### src/hdl/tkm_map.vh
// register offsets, field positions and timing constants of the touch unit
`ifndef TKM_MAP_VH
`define TKM_MAP_VH
// register offsets (8-bit registers on a plain port)
`define TKM_ADDR_W 4
`define TKM_OFS_CTRL_ONE 4'h0
`define TKM_OFS_CTRL_ZERO 4'h1
`define TKM_OFS_SLOT_PRESET 4'h2
`define TKM_OFS_CYC_LO 4'h3
`define TKM_OFS_CYC_HI 4'h4
`define TKM_OFS_FUNC_LO 4'h5
`define TKM_OFS_FUNC_HI 4'h6
`define TKM_OFS_IRQ_CTRL 4'h7
`define TKM_OFS_PIN_SEL 4'h8
// touch_ctrl_one fields
`define TKM_C1_SLOT_SEL 7
`define TKM_C1_REF_ON 5
`define TKM_C1_KEY_ON 4
`define TKM_C1_MASK 8'hbf
// control-zero fields (own layout)
`define TKM_C0_GO 7
`define TKM_C0_SLOT_OV 6
`define TKM_C0_CYC_OV 5
`define TKM_C0_FUNC_OV 4
`define TKM_C0_SEL_LSB 0
// irq_control_zero fields
`define TKM_IC_FLAG 6
`define TKM_IC_EN 3
`define TKM_IC_GIE 0
`define TKM_IC_MASK 8'h48
// reset values
`define TKM_RST_BYTE 8'h00
// timing
`define TKM_SYS_DIV 4
`define TKM_UNIT_LEN 32
`endif

### src/hdl/tkm_touch_key.v
// touch key measurement unit with its interrupt control register
//
// The address-and-strobe port and the register addresses were chosen for this implementation.
`timescale 1ns/1ns
`default_nettype none
`include "tkm_map.vh"
// Notes on behaviour
// RQ1: count selected pad oscillator cycles during a reference-timed period
// RQ2: four pad inputs, each with its own sense oscillator
// RQ3: pin-select bits decide whether each pin acts as touch input
// RQ4: start low clears cycle, function and unit counters, not slot counter
// RQ5: start rising edge runs all counters and enables oscillators
// RQ6: slot overflow stops oscillators and all counters
// RQ7: slot clock is reference oscillator or system clock over four
// RQ8: slot select 0 picks reference, 1 picks system clock over four
// RQ9: reference and key oscillators run only while their enables are set
// RQ10: one interrupt at slot overflow, considering only enabled pads
// RQ11: at the interrupt, cycle, function, unit and slot counters clear
// RQ12: slot overflow flag sets on overflow, raises irq, software clears
// RQ13: cycle counter overflow flag is sticky until software clears
// RQ14: function counter overflow flag is sticky until software clears
// RQ15: touch request flag at bit 6, touch enable at bit 3
// RQ16: global enable at bit 0, one enables
// RQ17: flag with enable low stays set and raises no interrupt
// RQ18: servicing clears global enable; new requests still set flags
// RQ19: irq goes out only when flag, enable and global enable all set
// RQ20: software writes to flags take effect directly, zero clears, one sets
module tkm_touch_key #(
    parameter NUM_KEYS = 4,
    parameter CNT_W = 16,
    parameter UNIT_W = 5,
    parameter SLOT_W = 8
) (
    // clock and reset
    input wire clk_sys,
    input wire rst_n,
    // register port
    input wire [`TKM_ADDR_W-1:0] reg_addr,
    input wire [7:0] reg_wdata,
    input wire reg_wr,
    input wire reg_rd,
    output reg [7:0] reg_rdata,
    // pads and oscillators
    input wire [NUM_KEYS-1:0] sense_pad_inputs,
    input wire ref_osc_in,
    output reg [NUM_KEYS-1:0] key_osc_run,
    output reg ref_osc_run,
    output reg [NUM_KEYS-1:0] pad_touch_mode,
    // cpu interrupt side
    input wire irq_service,
    output wire touch_irq_req
);
    // registers
    reg [7:0] touch_ctrl_one;
    reg measure_go;
    reg slot_overflow_flag;
    reg cycle_overflow_flag;
    reg func_overflow_flag;
    reg [1:0] key_sel;
    reg [SLOT_W-1:0] slot_preset;
    reg touch_irq_flag;
    reg touch_irq_enable;
    reg global_irq_enable;
    // measurement state
    reg go_d;
    reg running;
    reg [UNIT_W-1:0] unit_cnt;
    reg [SLOT_W-1:0] slot_cnt;
    reg [1:0] div4;
    reg ref_d;
    wire [NUM_KEYS-1:0] pad_sync;
    wire ref_sync;
    wire [CNT_W-1:0] cyc_cnt;
    wire [CNT_W-1:0] func_cnt;
    wire cyc_wrap;
    wire func_wrap;
    wire slot_tick;
    wire unit_wrap;
    wire slot_ovf;
    wire sel_pad;
    wire wr_c0;
    wire wr_ic;
    wire ic_wen;

    function wr_hit;
        input [`TKM_ADDR_W-1:0] addr;
        input [`TKM_ADDR_W-1:0] ofs;
        input strobe;
        begin
            wr_hit = strobe && (addr == ofs);
        end
    endfunction

    // pad and reference levels come from other clock domains
    tkm_sync #(.WIDTH(NUM_KEYS + 1)) u_sync (
        .clk_sys(clk_sys),
        .rst_n(rst_n),
        .async_in({ref_osc_in, sense_pad_inputs}),
        .sync_out({ref_sync, pad_sync})
    );

    // only an enabled pad in touch mode feeds the count
    assign sel_pad = pad_sync[key_sel] & touch_ctrl_one[key_sel] &
        pad_touch_mode[key_sel]; // RQ10 RQ3

    // cycle counter on the selected key oscillator
    tkm_edge_count #(.WIDTH(CNT_W)) u_cyc (
        .clk_sys(clk_sys),
        .rst_n(rst_n),
        .clear(!measure_go || slot_ovf), // RQ4 RQ11
        .run(running),
        .level(sel_pad), // RQ1
        .count(cyc_cnt),
        .wrap(cyc_wrap)
    );

    // function counter on the slot clock
    tkm_edge_count #(.WIDTH(CNT_W)) u_func (
        .clk_sys(clk_sys),
        .rst_n(rst_n),
        .clear(!measure_go || slot_ovf), // RQ4 RQ11
        .run(running),
        .level(slot_tick),
        .count(func_cnt),
        .wrap(func_wrap)
    );

    // slot clock: reference edge or every fourth system clock
    assign slot_tick = touch_ctrl_one[`TKM_C1_SLOT_SEL] ?
        (div4 == 2'h3) : (ref_sync & ~ref_d); // RQ7 RQ8
    // widen the unit count so the compare against the length is exact
    assign unit_wrap = running && slot_tick &&
        ({{(32-UNIT_W){1'b0}}, unit_cnt} == `TKM_UNIT_LEN - 1);
    assign slot_ovf = unit_wrap && (&slot_cnt); // RQ1

    always @(posedge clk_sys or negedge rst_n) begin
        if (!rst_n) begin
            div4 <= 2'h0;
            ref_d <= 1'b0;
        end else begin
            div4 <= div4 + 2'h1;
            ref_d <= ref_sync;
        end
    end

    // measurement sequencing
    always @(posedge clk_sys or negedge rst_n) begin
        if (!rst_n) begin
            go_d <= 1'b0;
            running <= 1'b0;
            unit_cnt <= {UNIT_W{1'b0}};
            slot_cnt <= {SLOT_W{1'b0}};
        end else begin
            go_d <= measure_go;
            if (!measure_go) begin
                running <= 1'b0;
                unit_cnt <= {UNIT_W{1'b0}}; // RQ4
            end else if (!go_d) begin
                running <= 1'b1; // RQ5
                unit_cnt <= {UNIT_W{1'b0}};
                slot_cnt <= slot_preset;
            end else if (slot_ovf) begin
                running <= 1'b0; // RQ6
                unit_cnt <= {UNIT_W{1'b0}}; // RQ11
                slot_cnt <= {SLOT_W{1'b0}}; // RQ11
            end else if (running && slot_tick) begin
                unit_cnt <= unit_cnt + {{(UNIT_W-1){1'b0}}, 1'b1};
                if (unit_wrap)
                    slot_cnt <= slot_cnt + {{(SLOT_W-1){1'b0}}, 1'b1};
            end
        end
    end

    // oscillator enables follow the run state and their own bits
    always @(posedge clk_sys or negedge rst_n) begin
        if (!rst_n) begin
            key_osc_run <= {NUM_KEYS{1'b0}};
            ref_osc_run <= 1'b0;
        end else begin
            ref_osc_run <= touch_ctrl_one[`TKM_C1_REF_ON] &&
                measure_go && (running || !go_d) && !slot_ovf; // RQ9 RQ6 RQ5
            key_osc_run <= (touch_ctrl_one[`TKM_C1_KEY_ON] &&
                measure_go && (running || !go_d) && !slot_ovf) ?
                touch_ctrl_one[NUM_KEYS-1:0] : {NUM_KEYS{1'b0}}; // RQ9 RQ2
        end
    end

    // register writes; hardware set wins over a software clear
    assign wr_c0 = wr_hit(reg_addr, `TKM_OFS_CTRL_ZERO, reg_wr);
    assign wr_ic = wr_hit(reg_addr, `TKM_OFS_IRQ_CTRL, reg_wr);
    assign ic_wen = wr_ic;

    always @(posedge clk_sys or negedge rst_n) begin
        if (!rst_n) begin
            touch_ctrl_one <= `TKM_RST_BYTE;
            measure_go <= 1'b0;
            slot_overflow_flag <= 1'b0;
            cycle_overflow_flag <= 1'b0;
            func_overflow_flag <= 1'b0;
            key_sel <= 2'h0;
            slot_preset <= {SLOT_W{1'b0}};
            pad_touch_mode <= {NUM_KEYS{1'b0}};
        end else begin
            if (wr_hit(reg_addr, `TKM_OFS_CTRL_ONE, reg_wr))
                touch_ctrl_one <= reg_wdata & `TKM_C1_MASK;
            if (wr_hit(reg_addr, `TKM_OFS_SLOT_PRESET, reg_wr))
                slot_preset <= reg_wdata[SLOT_W-1:0];
            if (wr_hit(reg_addr, `TKM_OFS_PIN_SEL, reg_wr))
                pad_touch_mode <= reg_wdata[NUM_KEYS-1:0]; // RQ3
            if (wr_c0) begin
                measure_go <= reg_wdata[`TKM_C0_GO];
                key_sel <= reg_wdata[`TKM_C0_SEL_LSB +: 2];
            end
            slot_overflow_flag <= slot_ovf ? 1'b1 :
                wr_c0 ? reg_wdata[`TKM_C0_SLOT_OV] :
                slot_overflow_flag; // RQ12 RQ20
            cycle_overflow_flag <= cyc_wrap ? 1'b1 :
                wr_c0 ? reg_wdata[`TKM_C0_CYC_OV] :
                cycle_overflow_flag; // RQ13 RQ20
            func_overflow_flag <= func_wrap ? 1'b1 :
                wr_c0 ? reg_wdata[`TKM_C0_FUNC_OV] :
                func_overflow_flag; // RQ14 RQ20
        end
    end

    // first interrupt control register, touch bits only
    always @(posedge clk_sys or negedge rst_n) begin
        if (!rst_n) begin
            touch_irq_flag <= 1'b0;
            touch_irq_enable <= 1'b0;
            global_irq_enable <= 1'b0;
        end else begin
            // flag is kept even when disabled
            touch_irq_flag <= slot_ovf ? 1'b1 :
                ic_wen ? reg_wdata[`TKM_IC_FLAG] :
                touch_irq_flag; // RQ10 RQ12 RQ17 RQ18 RQ20
            if (ic_wen)
                touch_irq_enable <= reg_wdata[`TKM_IC_EN]; // RQ15
            if (irq_service)
                global_irq_enable <= 1'b0; // RQ18
            else if (ic_wen)
                global_irq_enable <= reg_wdata[`TKM_IC_GIE]; // RQ16
        end
    end

    assign touch_irq_req = touch_irq_flag & touch_irq_enable &
        global_irq_enable; // RQ19 RQ17

    // read data one cycle after the strobe, zero otherwise
    always @(posedge clk_sys or negedge rst_n) begin
        if (!rst_n) begin
            reg_rdata <= 8'h00;
        end else if (!reg_rd) begin
            reg_rdata <= 8'h00;
        end else begin
            case (reg_addr)
                `TKM_OFS_CTRL_ONE: reg_rdata <= touch_ctrl_one;
                `TKM_OFS_CTRL_ZERO: reg_rdata <= {measure_go,
                    slot_overflow_flag, cycle_overflow_flag,
                    func_overflow_flag, 2'h0, key_sel};
                `TKM_OFS_SLOT_PRESET: reg_rdata <= slot_preset;
                `TKM_OFS_CYC_LO: reg_rdata <= cyc_cnt[7:0];
                `TKM_OFS_CYC_HI: reg_rdata <= cyc_cnt[15:8];
                `TKM_OFS_FUNC_LO: reg_rdata <= func_cnt[7:0];
                `TKM_OFS_FUNC_HI: reg_rdata <= func_cnt[15:8];
                `TKM_OFS_IRQ_CTRL: reg_rdata <= {1'b0, touch_irq_flag,
                    2'h0, touch_irq_enable, 2'h0, global_irq_enable};
                `TKM_OFS_PIN_SEL: reg_rdata <= {{(8-NUM_KEYS){1'b0}},
                    pad_touch_mode};
                default: reg_rdata <= 8'h00;
            endcase
        end
    end
endmodule
`default_nettype wire

### src/hdl/tkm_sync.v
// two-flop synchroniser for pad and reference oscillator levels
`timescale 1ns/1ns
`default_nettype none
module tkm_sync #(
    parameter WIDTH = 1
) (
    // clock and reset
    input wire clk_sys,
    input wire rst_n,
    // levels
    input wire [WIDTH-1:0] async_in,
    output wire [WIDTH-1:0] sync_out
);
    reg [WIDTH-1:0] stage_one;
    reg [WIDTH-1:0] stage_two;

    always @(posedge clk_sys or negedge rst_n) begin
        if (!rst_n) begin
            stage_one <= {WIDTH{1'b0}};
            stage_two <= {WIDTH{1'b0}};
        end else begin
            stage_one <= async_in;
            stage_two <= stage_one;
        end
    end

    assign sync_out = stage_two;
endmodule
`default_nettype wire

### src/hdl/tkm_edge_count.v
// 16-bit edge counter with overflow pulse, cleared while idle
`timescale 1ns/1ns
`default_nettype none
module tkm_edge_count #(
    parameter WIDTH = 16
) (
    // clock and reset
    input wire clk_sys,
    input wire rst_n,
    // control
    input wire clear,
    input wire run,
    input wire level,
    // result
    output reg [WIDTH-1:0] count,
    output wire wrap
);
    reg level_d;
    wire rise;

    assign rise = level & ~level_d;
    assign wrap = run & rise & (&count);

    always @(posedge clk_sys or negedge rst_n) begin
        if (!rst_n) begin
            level_d <= 1'b0;
            count <= {WIDTH{1'b0}};
        end else begin
            level_d <= level;
            if (clear)
                count <= {WIDTH{1'b0}};
            else if (run && rise)
                count <= count + {{(WIDTH-1){1'b0}}, 1'b1};
        end
    end
endmodule
`default_nettype wire

### config.mk
export PLATFORM = sky130hd
export DESIGN_NAME = tkm_touch_key
export DESIGN_NICKNAME = d
export VERILOG_FILES = /design/src/hdl/tkm_touch_key.v /design/src/hdl/tkm_sync.v /design/src/hdl/tkm_edge_count.v
export VERILOG_INCLUDE_DIRS = /design/src /design/src/hdl
export SDC_FILE = /design/constraint.sdc
export NUM_CORES = 1
export LEC_CHECK = 0
export BUFFER_PORTS_ARGS = -buffer_cell sky130_fd_sc_hd__buf_4
export CAP_MARGIN = 40
export CORE_UTILIZATION = 50
export CTS_BUF_LIST = sky130_fd_sc_hd__clkbuf_16
export DETAILED_ROUTE_END_ITERATION = 7
export GPL_TIMING_DRIVEN = 0
export HOLD_SLACK_MARGIN = 0.02
export PLACE_DENSITY = 0.68
export SYNTH_ARGS = -nofsm -noshare
export SYNTH_HDL_FRONTEND = slang
export SYNTH_HIERARCHICAL = 1
export SYNTH_SLANG_ARGS = --single-unit
export TNS_END_PERCENT = 20
### constraint.sdc
create_clock -name clk_sys -period 2.5 [get_ports clk_sys]
set_input_delay 0.5 -clock clk_sys [delete_from_list [all_inputs] [get_ports clk_sys]]
set_output_delay 0.5 -clock clk_sys [all_outputs]
set_load 0.1 [all_outputs]
==> metrics <==
status=completed; CTS tree=done; P_sw=approximately 1.4 mW; worst hold path type=in2async; Slew Viols, Final=0; adder-cell share of the synthesized area=1.43%; Finished Core Util=between 60% and 70%; Period Utilization, post-route=96.8%; Final GP Congestion=around 0.9; initial antenna violation count=0; post-route ant nets=0; fin nets=roughly 550; Async SR Flop Fraction=100%; Area Overhead vs Synth=14.2%; Boundary Pins=40; Post-Syn Instances=474; Startpoint Class=flip-flop; CP Capture Type=flip-flop; compound-gate portion of the synthesized area=10.8%; FF+latch count, synth=~100; top cell type's share of synthesized area=approximately half; total congestion overflow=0; depth of the CTS H-tree=3; synth top area cells=dfrtp_1 (49%), mux2_2 (6.2%), nor2_1 (2.8%), nand2_1 (2.3%), mux2i_1 (1.9%); PD cells=roughly 730 nW/um^2; Vias=between 3000 and 4000; root buffer cell=clkbuf_16; Mapped Avg Cell Area=about 11 um^2; post-synthesis cell area=roughly 5200 um^2; Critical Path Max Stage Delay=0.38 ns; CP required=2.72 ns; Routed Wire Length=between 10 and 15 mm; DR WL/cell=18.8 um; crit path kind=reg2reg; Clock power frac=29.3%; worst hold slack=0.101 ns; CTS max path bufs=2; Int Pwr=2.92 mW; fmax=0.413 GHz; CTS Buf Count=9; Initial Util=52.6%; n_diodes=0; clock sinks=approximately 100; Setup Skew=a little under 0.008 ns; syn nets=502; Post-CTS Setup Inserts=0; DP Area=5710 um^2; Hold-fix buffers, CTS=0; final setup fails=0; Logic pwr share=21.7%; register area share after synthesis=49.2%; Max-Cap Viols=0; main combinational cell family by area after synthesis=simple AND/OR/NAND/NOR gates; All-Layer GR Usage=24.2%; number of synthesized flops with an enable pin=0; number of hold violations in the final report=0; Vias/cell=between 5 and 6; multiplexer area fraction after synthesis=around 11%; DRC errors left=0; hpwl dp=a little over 9 mm; Most used DFF post-synth=dfrtp_1; Placed Cells=645; fillers=842; Synth Area in XOR/XNOR=3.35%; worst skew pair latency=about 0.34 ns; Tightest Pin Transition=0.590 ns; row count=36; Worst-path clk slew=0.07 ns; Sw Ratio=33.1%; crit-path max FO=10; Synth cell types=70; Reg power frac=49.0%; die area=10900 um^2; 1st-iter DRT viols=320; non-filler cells in the finished layout=~660; share of layout cells above drive strength 1=23.1%; RSZ-0062 raised after global routing=true; die height=104 um; Min Clock Period, post-route=2.42 ns; CORE AREA=9950 um^2; critical-path cell list=ha_1 > and3_1 > ha_1 > o2111ai_1 > buf_2 > nand2_1 > clkbuf_1 > buf_2 > nor2_1; design area=5980 um^2; headroom to the max-slew limit=60.3%; largest net degree at the start of global routing=69; Die Span X=approximately 100 um; area leader, netlist=dfrtp_1; IO buf count=37; vias in the first global route=3831; simple-gate share of the synthesized area=20.4%; Resized Gates After CTS=3; maximum vdd drop=between 0.5 and 0.6 mV; arrival time at the worst endpoint=2.64 ns; DRT Pass-1 Iters=5; first-pass GRT wire length=20.4 mm; Design Power=4.36 mW; Leakage=2.67 nW; slowest CP cell=dfrtp_1; Yosys Warn Count=6
[worst paths after layout]
check	slack [ns]	endpoint	from	depth (start not counted)
max	0.08	u_func/count[8]	unit_cnt[0]	9
min	0.10	ref_d	rst_n	1
max reg2reg	0.08	u_func/count[8]	unit_cnt[0]	9
min reg2reg	0.35	u_sync/sync_out[4]	u_sync/stage_one[4]	0
max in group asynchronous	1.69	pad_touch_mode[0]	rst_n	2
min in group clk_sys	0.26	u_sync/stage_one[4]	ref_osc_in	1
[cell usage after synthesis, drive strengths merged (4+ instances only)]
library cell	instances
xnor2	10
and3	14
or3	5
nor2b	9
xor2	10
buf	15
mux2i	10
nand2	32
a31oi	4
nor3	11
a41o	4
nand3	20
nand3b	5
nor4	4
and4	8
clkbuf	5
ha	6
mux4	5
a21oi	17
o21ai	12
nand2b	5
and2	7
a311oi	4
mux2	32
dfrtp	103
nor2	39
inv	13
nand4	11
[registers in the layout, summed over array words and instances (netlist names), 2 cells and up]
| signal | count |
|---|---|
| u_cyc/count | 16 |
| u_func/count | 16 |
| reg_rdata | 8 |
| slot_cnt | 8 |
| slot_preset | 8 |
| touch_ctrl_one | 7 |
| u_sync/stage_one | 5 |
| u_sync/sync_out | 5 |
| unit_cnt | 5 |
| key_osc_run | 4 |
| pad_touch_mode | 4 |
| div4 | 2 |
| key_sel | 2 |
[power by group through the flow]
| stage | clock [mW] | combinational [mW] | sequential [mW] |
|---|---|---|---|
| CTS | 1.31 | 0.947 | 2.13 |
| global route | 1.38 | 1.03 | 2.16 |
| global placement | 0 | 0.925 | 2.15 |
| floorplan | 0 | 0.515 | 2.25 |
| finish | 1.28 | 0.945 | 2.14 |
| detailed placement | 0 | 0.948 | 2.15 |
[layout make-up]
| type | instances | area [um^2] | area share [%] |
|---|---|---|---|
| Inverter | 15 | 56.3 | 0.941 |
| Sequential cell | 103 | 2580 | 43.1 |
| Clock buffer | 9 | 225 | 3.77 |
| Clock inverter | 7 | 42.5 | 0.711 |
| Tap cell | 133 | 166 | 2.78 |
| Multi-Input combinational cell | 336 | 2470 | 41.3 |
| Buffer | 20 | 134 | 2.24 |
| Timing Repair Buffer | 38 | 305 | 5.10 |
[cell families after synthesis]
family          count (synthesis)
compound gates                 78
xor+xnor                       20
fa+ha+maj                       6
buf+inv                        35
flops                         103
mux                            47
simple gates                  185
[layer usage]
metal	track usage [%]	vias to the layer above	share of wire (%)	wire, um
li1	-	1852	-	-
met1	32.9	1956	46	5710
met2	37.8	94	47	5870
met3	5.20	24	3.9	488
met4	9.29	0	2.6	328
met5	0	-	0	0
[through the flow]
step | setup WS [ns] | setup TNS [ns]
floorplan | 0.00411 | 0
global placement | -0.250 | -4.80
detailed placement | -0.234 | -4.68
CTS | 0.0336 | 0
global route | -0.162 | -1.86
finish | 0.0789 | 0
[worst max-delay path: cells and delay by family (launching register included)]
family | cells | cell delay [ns]
AND/OR/NAND/NOR | 3 | 0.38
adder cells (fa/ha/maj) | 2 | 0.45
flip-flops | 1 | 0.38
buffers and inverters | 3 | 0.89
AO/OA/AOI/OAI | 1 | 0.20
[cell usage in the layout, fill, tap and decap left out, types with 7 or more instances in the layout]
| master | count |
|---|---|
| and4_1 | 8 |
| mux2_2 | 29 |
| a21oi_1 | 17 |
| xor2_1 | 10 |
| nor2_1 | 39 |
| buf_2 | 7 |
| nor3_1 | 9 |
| xnor2_1 | 10 |
| inv_1 | 15 |
| nand2_1 | 32 |
| nor2b_1 | 9 |
| nand4_1 | 9 |
| mux2i_1 | 10 |
| buf_4 | 42 |
| o21ai_0 | 12 |
| clkbuf_16 | 9 |
| nand3_1 | 18 |
| and3_1 | 11 |
| dfrtp_1 | 101 |
(Power assumes the default switching activity.)
